### config.mk
export PLATFORM = sky130hd
export DESIGN_NAME = sce_cond_exec
export DESIGN_NICKNAME = d
export VERILOG_FILES = /design/src/design/sce_pkg.sv /design/src/design/sce_cond_exec.sv
export VERILOG_INCLUDE_DIRS = /design/src /design/src/design
export SDC_FILE = /design/constraint.sdc
export NUM_CORES = 1
export LEC_CHECK = 0
export ABC_AREA = 1
export BUFFER_PORTS_ARGS = -buffer_cell sky130_fd_sc_hd__clkbuf_2
export CORE_MARGIN = 3
export CORE_UTILIZATION = 28
export CTS_BUF_LIST = sky130_fd_sc_hd__clkbuf_16
export DETAILED_ROUTE_END_ITERATION = 12
export MAX_ROUTING_LAYER = met4
export SETUP_SLACK_MARGIN = 0.02
export SYNTH_ARGS = -nofsm -noshare
export SYNTH_HDL_FRONTEND = slang
export SYNTH_SLANG_ARGS = --single-unit
### constraint.sdc
create_clock -name CLOCK -period 5.2 [get_ports CLOCK]
set_input_delay 0.52 -clock CLOCK [delete_from_list [all_inputs] [get_ports CLOCK]]
set_output_delay 0.52 -clock CLOCK [all_outputs]
set_load 0.01 [all_outputs]
### src/design/sce_regs.svh
// constants of the conditional-execution block
`ifndef SCE_REGS_SVH
`define SCE_REGS_SVH
// implicit lane address offset per word space
`define SCE_OFS_NORMAL 2'h1
`define SCE_OFS_SHORT 2'h2
// instruction type codes
`define SCE_TYPE_DIRECT_BR 4'h8
`define SCE_TYPE_IND_BR_A 4'h9
`define SCE_TYPE_IND_BR_B 4'ha
`define SCE_TYPE_IND_BR_C 4'hb
`endif

### src/design/sce_pkg.sv
// types of the conditional-execution block
package sce_pkg;
  // operation class presented by the decoder
  typedef enum logic [2:0] {
    SCE_OP_NONE,
    SCE_OP_STORE,
    SCE_OP_AGEN_LOAD,
    SCE_OP_BRANCH,
    SCE_OP_LOOP
  } sce_op_e;
  // explicit store source lane
  typedef enum logic {
    SCE_SRC_FIRST,
    SCE_SRC_SECOND
  } sce_src_e;
endpackage

### src/design/sce_cond_exec.sv
// conditional execution control for a dual-lane core
//
// Operation
// - second-lane explicit store gated by first-lane test
// - implicit store gated by second-lane test
// - implicit store at explicit address plus one or two
// - direct and indirect stores behave alike
// - address generator load when either lane true
// - branches and loops on AND of lanes
// - compute becomes no-op on non-branching lane
// - single lane: IF executes only when true
// - single lane: ELSE only when false
// - dual lane: ELSE per lane, IF both
// - direct branch type 8, indirect 9-11
// - compact set type ten is register add
`include "sce_regs.svh"
module sce_cond_exec #(
  parameter int ADDR_W = 32
) (
  input wire logic CLOCK,
  input wire logic RST,
  input wire logic VALID,
  input wire sce_pkg::sce_op_e OP,
  input wire logic [3:0] INSTR_TYPE,
  input wire logic HAS_ELSE,
  input wire logic COMPACT_SET,
  input wire logic SINGLE_LANE_MODE,
  input wire logic SHORT_WORD_SPACE,
  input wire logic DIRECT_ADDR,
  input wire sce_pkg::sce_src_e STORE_SRC,
  input wire logic [ADDR_W-1:0] INDEX_ADDR,
  input wire logic [ADDR_W-1:0] DIRECT_ADDR_VAL,
  input wire logic FIRST_LANE_TEST,
  input wire logic SECOND_LANE_TEST,
  output logic EXPL_STORE,
  output logic [ADDR_W-1:0] EXPL_ADDR,
  output logic IMPL_STORE,
  output logic [ADDR_W-1:0] IMPL_ADDR,
  output logic AGEN_LOAD,
  output logic BRANCH_TAKE,
  output logic FIRST_COMPUTE,
  output logic SECOND_COMPUTE,
  output logic FIRST_ELSE,
  output logic SECOND_ELSE,
  output logic REG_ADD,
  output logic ILLEGAL
);
  import sce_pkg::*;

  // the short-word offset of two needs at least two address bits
  if (ADDR_W < 2) begin : g_bad_width
    $error("ADDR_W too small");
  end

  // =========================================
  // state
  typedef struct packed {
    logic expl_store;
    logic [ADDR_W-1:0] expl_addr;
    logic impl_store;
    logic [ADDR_W-1:0] impl_addr;
    logic agen_load;
    logic branch_take;
    logic first_compute;
    logic second_compute;
    logic first_else;
    logic second_else;
    logic reg_add;
    logic illegal;
  } sce_state_s;

  sce_state_s st; // registered outputs
  sce_state_s next_st; // next value

  // =========================================
  // decision logic
  always_comb begin
    logic both; // AND of lane tests
    logic [ADDR_W-1:0] base; // effective address
    logic [ADDR_W-1:0] ofs; // implicit lane offset
    logic ind_type; // type carries indirect branch
    logic br_type; // any branch-capable type
    logic ta; // first lane test as applied
    logic tb; // second lane test as applied
    both = 1'b0;
    base = '0;
    ofs = '0;
    ind_type = 1'b0;
    br_type = 1'b0;
    next_st = '0;
    // single lane ignores second lane entirely
    ta = FIRST_LANE_TEST;
    tb = SINGLE_LANE_MODE ? FIRST_LANE_TEST : SECOND_LANE_TEST;
    both = ta & tb;
    // address mode does not change the gating
    base = DIRECT_ADDR ? DIRECT_ADDR_VAL : INDEX_ADDR;
    ofs = SHORT_WORD_SPACE ? ADDR_W'(`SCE_OFS_SHORT) :
      ADDR_W'(`SCE_OFS_NORMAL);
    ind_type = (INSTR_TYPE == `SCE_TYPE_IND_BR_A) ||
      (INSTR_TYPE == `SCE_TYPE_IND_BR_C) ||
      ((INSTR_TYPE == `SCE_TYPE_IND_BR_B) && !COMPACT_SET);
    br_type = ind_type || (INSTR_TYPE == `SCE_TYPE_DIRECT_BR);
    if (!VALID) begin
      // idle: nothing issued
    end else if (COMPACT_SET && INSTR_TYPE == `SCE_TYPE_IND_BR_B) begin
      next_st.reg_add = 1'b1;
    end else begin
      case (OP)
        SCE_OP_STORE: begin
          next_st.expl_addr = base;
          if (SINGLE_LANE_MODE) begin
            next_st.expl_store = ta;
          end else begin
            // explicit follows first lane for either source lane
            next_st.expl_store = ta;
            next_st.impl_store = tb;
            next_st.impl_addr = base + ofs;
          end
        end
        SCE_OP_AGEN_LOAD: begin
          next_st.agen_load = ta | tb;
        end
        SCE_OP_BRANCH, SCE_OP_LOOP: begin
          if (OP == SCE_OP_BRANCH && !br_type) begin
            next_st.illegal = 1'b1;
          end else if (HAS_ELSE && !ind_type) begin
            next_st.illegal = 1'b1;
          end else begin
            next_st.branch_take = both;
            // compute runs only on lanes that follow the branch
            next_st.first_compute = both;
            next_st.second_compute = both & !SINGLE_LANE_MODE;
            if (HAS_ELSE) begin
              next_st.first_else = !ta;
              next_st.second_else = !tb & !SINGLE_LANE_MODE;
            end
          end
        end
        default: begin
          // no conditional action
        end
      endcase
    end
  end

  // =========================================
  // state register
  always_ff @(posedge CLOCK or posedge RST) begin
    if (RST) begin
      st <= '0;
    end else begin
      st <= next_st;
    end
  end

  assign EXPL_STORE = st.expl_store;
  assign EXPL_ADDR = st.expl_addr;
  assign IMPL_STORE = st.impl_store;
  assign IMPL_ADDR = st.impl_addr;
  assign AGEN_LOAD = st.agen_load;
  assign BRANCH_TAKE = st.branch_take;
  assign FIRST_COMPUTE = st.first_compute;
  assign SECOND_COMPUTE = st.second_compute;
  assign FIRST_ELSE = st.first_else;
  assign SECOND_ELSE = st.second_else;
  assign REG_ADD = st.reg_add;
  assign ILLEGAL = st.illegal;

  // =========================================
  // assertions
  // store gating per lane, held against the tests one edge back
  a_expl_first_lane: assert property (@(posedge CLOCK) disable iff (RST)
    EXPL_STORE |-> $past(FIRST_LANE_TEST))
    else $error("explicit store without first lane true");
  // a second-lane source must still follow the first lane test
  a_src_second: assert property (@(posedge CLOCK) disable iff (RST)
    $past(VALID && OP == SCE_OP_STORE && !SINGLE_LANE_MODE &&
      STORE_SRC == SCE_SRC_SECOND &&
      !(COMPACT_SET && INSTR_TYPE == `SCE_TYPE_IND_BR_B)) |->
      EXPL_STORE == $past(FIRST_LANE_TEST))
    else $error("second lane source not gated by first lane");
  a_impl_second_lane: assert property (@(posedge CLOCK) disable iff (RST)
    IMPL_STORE |-> $past(SECOND_LANE_TEST) && !$past(SINGLE_LANE_MODE))
    else $error("implicit store without second lane true");
  a_impl_offset: assert property (@(posedge CLOCK) disable iff (RST)
    IMPL_STORE |-> IMPL_ADDR == EXPL_ADDR + ($past(SHORT_WORD_SPACE) ?
      ADDR_W'(`SCE_OFS_SHORT) : ADDR_W'(`SCE_OFS_NORMAL)))
    else $error("implicit store offset wrong");
  a_direct_addr: assert property (@(posedge CLOCK) disable iff (RST)
    EXPL_STORE && $past(DIRECT_ADDR) |->
      EXPL_ADDR == $past(DIRECT_ADDR_VAL))
    else $error("direct store address wrong");
  a_agen_or: assert property (@(posedge CLOCK) disable iff (RST)
    $past(VALID && OP == SCE_OP_AGEN_LOAD && !SINGLE_LANE_MODE &&
      !(COMPACT_SET && INSTR_TYPE == `SCE_TYPE_IND_BR_B)) |->
      AGEN_LOAD == $past(FIRST_LANE_TEST | SECOND_LANE_TEST))
    else $error("address generator load gating wrong");
  // branch and compute decisions
  a_branch_and: assert property (@(posedge CLOCK) disable iff (RST)
    BRANCH_TAKE |-> $past(FIRST_LANE_TEST) &&
      ($past(SINGLE_LANE_MODE) || $past(SECOND_LANE_TEST)))
    else $error("branch taken without both lanes");
  a_compute_nop: assert property (@(posedge CLOCK) disable iff (RST)
    (FIRST_COMPUTE || SECOND_COMPUTE) |-> BRANCH_TAKE &&
      $past(FIRST_LANE_TEST) &&
      ($past(SINGLE_LANE_MODE) || $past(SECOND_LANE_TEST)))
    else $error("compute on non-branching lane");
  // single lane: the one test alone decides the branch
  a_single_if: assert property (@(posedge CLOCK) disable iff (RST)
    $past(VALID && SINGLE_LANE_MODE && OP == SCE_OP_BRANCH &&
      !COMPACT_SET && INSTR_TYPE > `SCE_TYPE_DIRECT_BR &&
      INSTR_TYPE <= `SCE_TYPE_IND_BR_C) |->
      BRANCH_TAKE == $past(FIRST_LANE_TEST))
    else $error("single lane branch not following its test");
  a_else_excl: assert property (@(posedge CLOCK) disable iff (RST)
    FIRST_ELSE |-> !BRANCH_TAKE && !$past(FIRST_LANE_TEST))
    else $error("else with true first lane");
  a_else_second: assert property (@(posedge CLOCK) disable iff (RST)
    SECOND_ELSE |-> !$past(SECOND_LANE_TEST) && !BRANCH_TAKE)
    else $error("second else with true lane");
  // decode checks: refused types do nothing but flag
  a_illegal_type: assert property (@(posedge CLOCK) disable iff (RST)
    $past(VALID && OP == SCE_OP_BRANCH && !COMPACT_SET &&
      (INSTR_TYPE < `SCE_TYPE_DIRECT_BR ||
      INSTR_TYPE > `SCE_TYPE_IND_BR_C)) |-> ILLEGAL && !BRANCH_TAKE)
    else $error("branch of unsupported type accepted");
  a_illegal_alone: assert property (@(posedge CLOCK) disable iff (RST)
    ILLEGAL |-> !BRANCH_TAKE && !FIRST_COMPUTE && !FIRST_ELSE &&
      !SECOND_ELSE)
    else $error("refused instruction still acted on");
  a_type_ten: assert property (@(posedge CLOCK) disable iff (RST)
    REG_ADD |-> !BRANCH_TAKE && !EXPL_STORE && !FIRST_ELSE)
    else $error("type ten decoded as branch");
  // main scenarios worth seeing at least once
  c_dual_store: cover property (@(posedge CLOCK) EXPL_STORE && IMPL_STORE);
  c_branch: cover property (@(posedge CLOCK) BRANCH_TAKE);
  c_split_else: cover property (@(posedge CLOCK) FIRST_ELSE && !SECOND_ELSE);
  c_reg_add: cover property (@(posedge CLOCK) REG_ADD);
  c_second_src: cover property (@(posedge CLOCK) disable iff (RST)
    EXPL_STORE && $past(STORE_SRC == SCE_SRC_SECOND));
endmodule

### Word level (Yosys, flattened, before mapping)

Index checks and enable logic that the tools add are counted.
W data, S select, Z words.

* bits of input ports: 82
* register bits: 74
* logic and storage cells: 56

* mux-type cells: 17
* bitwise logic cells: 4
* $add $sub $neg: 1
* reduce and logical (&&, ||, !) cells: 14
* equality and inequality tests: 8

Operators with widths (number)
* $mux W74: 1
* $mux W72: 1
* $mux W66: 1
* $mux W33: 1
* $add A32 B2 Y32: 1
* $mux W32: 1
* $eq A4 B4 Y1 const B: 4
* $mux W5: 3
* $mux W1: 7
* $eq A3 B2 Y1 const B: 2
* $logic_not A1 Y1: 6
* $logic_and A1 B1 Y1: 4
* $mux W2: 2
* $and A1 B1 Y1: 3
* $eq A3 B1 Y1 const B: 1
* $eq A3 B3 Y1 const B: 1
* $logic_or A1 B1 Y1: 3
* $reduce_or A2 Y1: 1
* $or A1 B1 Y1: 1

### Longest topological paths before layout

Gate-level depths: netlist of run 1.

* word-level depth: 10
* mapped depth: 17
* mapped depth without buffers: 15

### Worst setup path before layout of run 1

OpenSTA, ideal clock, no wires.

* kind: input to register
* start point: input port DIRECT_ADDR
* end point: register st (netlist bit IMPL_ADDR[18])
* setup slack: 2.763 ns
* data arrival time: 2.315 ns
* stages on the path: 14
* path through: inv_2 > buf_6 > buf_6 > or2_2 > o21ai_0 > inv_1 > ha_1 > fa_1 > nand2_1 > nor2_2 > nand3_1 > nor2_1 > o21ai_0 > nor2_1

RTL lines
* start: declaration: RTL line sce_cond_exec.sv:29 `input wire logic DIRECT_ADDR,`
* end signal: assignment: RTL line sce_cond_exec.sv:152 `st <= next_st;`
* end: declaration: RTL line sce_cond_exec.sv:72 `sce_state_s st;`

==> results by group, run 1 <==
Die
  • Initial Util: 29.0%
  • Die Area: 15,300 um2
  • Core Box Area: 13,400 um2
  • Die height: 124 um
  • DIE WIDTH: 124 um
  • # rows: 42
  • Io pins: 156

Synth
  • Net Count, Synth: 621
  • YS warnings: 0
  • Ys async rst share: 100%
  • Post-synth top area share: 47.0%
  • Post-synth top area cell: dfrtp_1
  • Top post-synthesis cells by count: 168 x nand2_1, 98 x nor2_1, 73 x dfrtp_1
  • Post-synth top flop: dfrtp_1
  • Synthesized area per cell: 7.26 um2
  • EDFF count, synth: 0
  • Synth Register Bits: 73
  • Sequential share of the synthesized area: 47.0%
  • Count leader, synth: nand2_1
  • Netlist Area Pre-Place: 3890 um2
  • Synth unique cells: 29
  • Top post-synthesis cells by area: dfrtp_1 47%, nand2_1 16%, nor2_1 9.5%
  • Mapped Cells: 536

Detailed routing
  • First DRT Iteration DRCs: 140
  • Via count: 3,673
  • DRT Wirelength: 11,400 um
  • Top sig layer: met4
  • Met1 Wirelength: 5320 um
  • Wire length on met2: 5190 um
  • Routed wl met3: 702 um
  • Routed Antenna Nets: 0
  • DRT Pass-1 Iters: 4
  • DRC viols: 0
  • Routed wire length per instance: 13.1 um
  • Vias per cell: 4.22

Power and ir drop
  • Seq pwr share: 41.1%
  • Part of the power in the clock network: 46.5%
  • Pwr/cell area: 275 nW/um2
  • Internal power: 1.05 mW
  • Switching Share: 25.4%
  • Comb pwr share: 12.4%
  • Maximum vdd drop: 132 uV
  • Leakage: 2.94 nW
  • Switch Pwr: 0.357 mW
  • Overall power: 1.41 mW

Worst setup path
  • Worst Setup End Kind: flip-flop
  • Arrival @ worst endpoint: 2.70 ns
  • Critical path startpoint category: input port
  • Crit Path Max Fanout: 29
  • Req. time, crit path: 5.41 ns
  • Critical path class: in2reg

Final layout
  • Fin util: 38.1%
  • P&R area growth vs syn: 31.2%
  • Layout cells sized above 1: 30.1%
  • Diodes inserted: 0
  • # nets final: 774

GRT
  • Largest net degree at the start of global routing: 74
  • Total gr overflow: 0
  • First-pass GRT wire length: 17,800 um
  • Antenna violations before repair: 0
  • Total track usage: 15.7%
  • Vias in the first global route: 3,488

Timing
  • F_max: 401 MHz
  • RSZ-0062 raised after global routing: false
  • Slew Limit Fails: 0
  • Endpoints failing hold: 0
  • Final min period: 2.49 ns
  • Setup WS post-layout: 2.71 ns
  • Final TNS setup: 0 ns
  • Tcrit/Tclk final: 47.9%
  • Slew HR: 39.5%
  • Final setup viols: 0
  • Worst slew pin tran: 0.907 ns

Clock tree
  • Num CTS Buffers: 9
  • CTS max path bufs: 2
  • CTS Hold Buffers Added: 0
  • Clock Tree Root: clkbuf_16
  • CTS tree: done
  • Post-cts sizing count: 0
  • Clock Pin Slew Worst Setup and Hold Paths: 0.06 ns
  • Clk sink count: 73
  • H-tree depth: 3
  • Post-CTS setup buffer count: 0

Worst hold path
  • Min-delay src: SINGLE_LANE_MODE
  • Worst min-delay path class: in2reg
  • Worst Hold Path Cells: 2
  • Hold path endpoint: SECOND_COMPUTE$_DFF_PP0_

Flow run
  • Reported max-cap violation count: 0

Place
  • GP Congestion: 0.891
  • DP Worst Slack: 2.36 ns
  • DP HPWL: 8970 um
  • I/O Buffers: 154

Outcome
  • Outcome: finished clean
## flip-flops by register name, indices dropped and copies added (netlist names)
| signal | count |
|---|---|
| AGEN_LOAD | 1 |
| BRANCH_TAKE | 1 |
| EXPL_ADDR | 32 |
| EXPL_STORE | 1 |
| FIRST_ELSE | 1 |
| ILLEGAL | 1 |
| IMPL_ADDR | 32 |
| IMPL_STORE | 1 |
| REG_ADD | 1 |
| SECOND_COMPUTE | 1 |
| SECOND_ELSE | 1 |
## worst max-delay path, stage by stage
cell and delay (ns):
clkbuf_2 0.09, inv_2 0.21, or2_2 0.35, o21ai_0 0.11, inv_1 0.12, ha_1 0.28
nand2_1 0.05, nand2_1 0.09, nand2_1 0.11, nor2_4 0.17, nand2_2 0.11, nor2_4 0.20
nand2_1 0.10, o21ai_1 0.13, nor2_1 0.07
## power by group through the flow
stage	clock network, mW	logic, mW	registers (mW)
3_5_place_dp	0	0.177	0.588
4_1_cts	0.668	0.178	0.578
6_report	0.653	0.174	0.578
2_1_floorplan	0	0.105	0.592
3_3_place_gp	0	0.176	0.588
5_1_grt	0.693	0.202	0.578
## routing by layer
layer | global-route usage, % | vias up
met5 | - | -
met4 | 5.95 | 0
met3 | 3.45 | 15
met2 | 23.7 | 104
met1 | 20.7 | 1622
li1 | - | 1932
## metrics by stage
stage / cells / hold WS, ns / instance area (um2)
floorplan: 536 / 0.592 / 3890
global placement: 854 / 0.762 / 4790
detailed placement: 854 / 0.753 / 4790
CTS: 870 / 0.403 / 5100
global route: 870 / 0.433 / 5100
finish: 870 / 0.419 / 5100
## cell families (layout without fill, tap and decap cells)
group                      count (synthesis)  count (layout)  share of synthesized area (%)
AOI/OAI and AO/OA                         48              48                           6.50
adders and majority gates                  3               3                           1.16
buffers and inverters                     86             244                           9.68
DFF                                       73              73                           47.0
muxes                                      1               1                          0.257
and+or+nand+nor                          325             325                           35.4
## worst max-delay path by stage
| stage | start | cells past startpoint | slack, ns | to |
|---|---|---|---|---|
| final | DIRECT_ADDR | 15 | 2.71 | IMPL_ADDR[23]$_DFF_PP0_ |
| after global placement | DIRECT_ADDR | 15 | 2.38 | IMPL_ADDR[27]$_DFF_PP0_ |
| after global routing | DIRECT_ADDR | 15 | 2.48 | IMPL_ADDR[27]$_DFF_PP0_ |
| after CTS | DIRECT_ADDR | 15 | 2.70 | IMPL_ADDR[31]$_DFF_PP0_ |
| after detailed placement | DIRECT_ADDR | 15 | 2.36 | IMPL_ADDR[31]$_DFF_PP0_ |
| after floorplan | DIRECT_ADDR | 14 | 2.76 | IMPL_ADDR[18]$_DFF_PP0_ |
## layout by cell type, fill, tap and decap left out, types with 4 or more instances in the layout
cell / count
dfrtp_1: 73
a21oi_1: 20
nor2_2: 10
nor2_1: 98
clkbuf_2: 154
nand2_1: 168
nand4_1: 4
o21ai_1: 4
o21ai_0: 20
clkbuf_16: 9
nor3_1: 7
nor2_4: 5
inv_1: 68
nand3_1: 10
nand2_2: 16
## final cells by class
cell class	count	area, um2
timing repair buffer	156	786
fill	1478	8300
clock buffer	9	225
inverter	72	272
multi-input combinational	377	1690
clock inverter	7	86.3
tap	176	220
sequential	73	1830
(Power assumes the default switching activity.)
==> run 2, diff against run 1 <==
==> constraint.sdc (replaced) <==
create_clock -name CLOCK -period 2.4 [get_ports CLOCK]
set_input_delay 0.24 -clock CLOCK [delete_from_list [all_inputs] [get_ports CLOCK]]
set_output_delay 0.24 -clock CLOCK [all_outputs]
set_load 0.01 [all_outputs]
==> results by group, run 2 (same netlist as run 1, synthesis figures left out) <==
Outcome
  • Outcome: finished clean

Die
  • Die Area: 15,300 um2 (unchanged)
  • DIE WIDTH: 124 um (unchanged)
  • Io pins: 156 (unchanged)
  • Initial Util: 29.0% (unchanged)
  • Die height: 124 um (unchanged)
  • Core Box Area: 13,400 um2 (unchanged)
  • # rows: 42 (unchanged)

GRT
  • Largest net degree at the start of global routing: 35 (-53%)
  • Total track usage: 15.9% (+0.24 points)
  • Antenna violations before repair: 0 (unchanged)
  • First-pass GRT wire length: 18,100 um (+1.8%)
  • Total gr overflow: 0 (unchanged)
  • Vias in the first global route: 3,590 (+2.9%)

Timing
  • Slew HR: 59.2% (+20 points)
  • RSZ-0062 raised after global routing: false
  • Tcrit/Tclk final: 83.6%
  • F_max: 498 MHz
  • Slew Limit Fails: 0 (unchanged)
  • Final TNS setup: 0 ns (unchanged)
  • Endpoints failing hold: 0 (unchanged)
  • Final setup viols: 0 (unchanged)
  • Final min period: 2.01 ns
  • Worst slew pin tran: 0.612 ns (-0.296 ns)

Final layout
  • Storage element area: 1830 um2 (unchanged)
  • # nets final: 780 (+0.78%)
  • Commonest non-fill, non-tap cell in the layout: nand2_1
  • Most frequent cells in the layout: 168 x nand2_1, 154 x clkbuf_2, 98 x nor2_1, 73 x dfrtp_1, 67 x inv_1
  • Layout cells sized above 1: 30.3% (+0.17 points)
  • P&R area growth vs syn: 31.1% (about the same)
  • Combined area of the multi-input logic cells: 1690 um2 (unchanged)
  • Diodes inserted: 0 (unchanged)
  • Fin util: 38.1% (about the same)
  • Layout fillers: 1,443 (-2.4%)

Detailed routing
  • DRT Wirelength: 11,600 um (+1.2%)
  • DRT Pass-1 Iters: 4 (unchanged)
  • DRC viols: 0 (unchanged)
  • Routed Antenna Nets: 0 (unchanged)
  • Via count: 3,710 (+1.0%)
  • Vias per cell: 4.24 (+0.32%)
  • First DRT Iteration DRCs: 209 (+49%)
  • Routed wire length per instance: 13.2 um (+0.51%)

Worst setup path
  • Crit Path Max Fanout: 6 (-79%)
  • Worst Setup SP: DIRECT_ADDR
  • Worst Setup End Kind: flip-flop
  • Critical path class: in2reg
  • Req. time, crit path: 2.62 ns (-2.79 ns)
  • Critical path startpoint category: input port
  • Arrival @ worst endpoint: 2.22 ns (-0.48 ns)

Clock tree
  • Clock Tree Root: clkbuf_16
  • Num CTS Buffers: 9 (unchanged)
  • H-tree depth: 3 (unchanged)
  • Clock Pin Slew Worst Setup and Hold Paths: 0.06 ns (about the same)
  • Post-CTS setup buffer count: 0 (unchanged)
  • CTS tree: done
  • Clk sink count: 73 (unchanged)
  • CTS max path bufs: 2 (unchanged)

Power and ir drop
  • Maximum vdd drop: 311 uV (+140%)
  • Overall power: 2.82 mW (+100%)
  • Pwr/cell area: 553 nW/um2 (+100%)
  • Leakage: 2.93 nW (-0.41%)

Worst hold path
  • Worst min-delay path class: in2reg
  • Min-delay src: SINGLE_LANE_MODE
  • Hold path endpoint: SECOND_COMPUTE$_DFF_PP0_
  • Worst Hold Path Cells: 2 (unchanged)

Flow run
  • Reported max-cap violation count: 0 (unchanged)

Place
  • DP HPWL: 9310 um (+3.8%)
  • I/O Buffers: 154 (unchanged)
  • GP Congestion: 0.859 (-3.6%)
==> run 2: cell count changes in the layout (fill, tap and decap cells not counted) <==
cell and delta:
buf_4 +5, clkinv_1 +3, clkinvlp_4 +3, bufinv_16 -2, clkinv_2 -2, clkinv_4 -1
dlygate4sd3_1 +1, inv_1 -1
==> run 2: what timing repair did <==
action                                 4_1_cts  5_1_grt
gates resized for setup                      0        0
endpoints found under the hold margin       30        0
hold buffers                                 1        0
==> run 2: worst max-delay path: stages <==
cell,delay (ns)
clkbuf_2,0.14
inv_2,0.05
or2_2,0.26
o21ai_0,0.11
inv_1,0.12
ha_1,0.29
nand2_1,0.05
nand2_1,0.09
nand2_1,0.11
nor2_4,0.16
nand2_2,0.10
nor2_4,0.20
nand2_1,0.10
nor3_1,0.14
nor2_1,0.06
==> run 2: how the worst max path moves through the flow <==
stage,end,slack [ns],depth (start not counted)
5_1_grt,IMPL_ADDR[31]$_DFF_PP0_,0.16,15
4_1_cts,IMPL_ADDR[27]$_DFF_PP0_,0.39,15
6_report,IMPL_ADDR[27]$_DFF_PP0_,0.39,15
3_5_place_dp,IMPL_ADDR[27]$_DFF_PP0_,0.05,15
3_3_place_gp,IMPL_ADDR[31]$_DFF_PP0_,0.09,15
2_1_floorplan,IMPL_ADDR[18]$_DFF_PP0_,0.24,14
==> run 2: metal layers <==
layer | wire length, um | share of wire (%) | global-route usage [%]
met1 | 5350 | 46 | 21.3
met2 | 5280 | 46 | 24.4
met3 | 791 | 6.8 | 3.41
met4 | 152 | 1.3 | 4.84
met5 | 0 | 0 | -
==> run 2: where the power goes <==
group | switching [mW] | internal, mW
clock | 0.498 | 0.684
sequential | 0.00463 | 1.25
combinational | 0.256 | 0.129
==> run 2: area by class of cell <==
type                       count  area share (%)
clock buffer                   9            4.42
inverter                      72            5.32
tap                          176            4.32
sequential                    73            35.8
timing repair buffer         162            16.3
clock inverter                 7           0.736
multi-input combinational    377            33.0
==> run 2: through the flow <==
step                setup WS, ns  hold slack (ns)  std cells  area [um2]
CTS                        0.390            0.119        876        5100
global route               0.164            0.127        876        5100
finish                     0.393            0.131        876        5100
global placement          0.0914            0.304        859        4830
floorplan                  0.243            0.312        536        3890
detailed placement        0.0482            0.304        859        4830
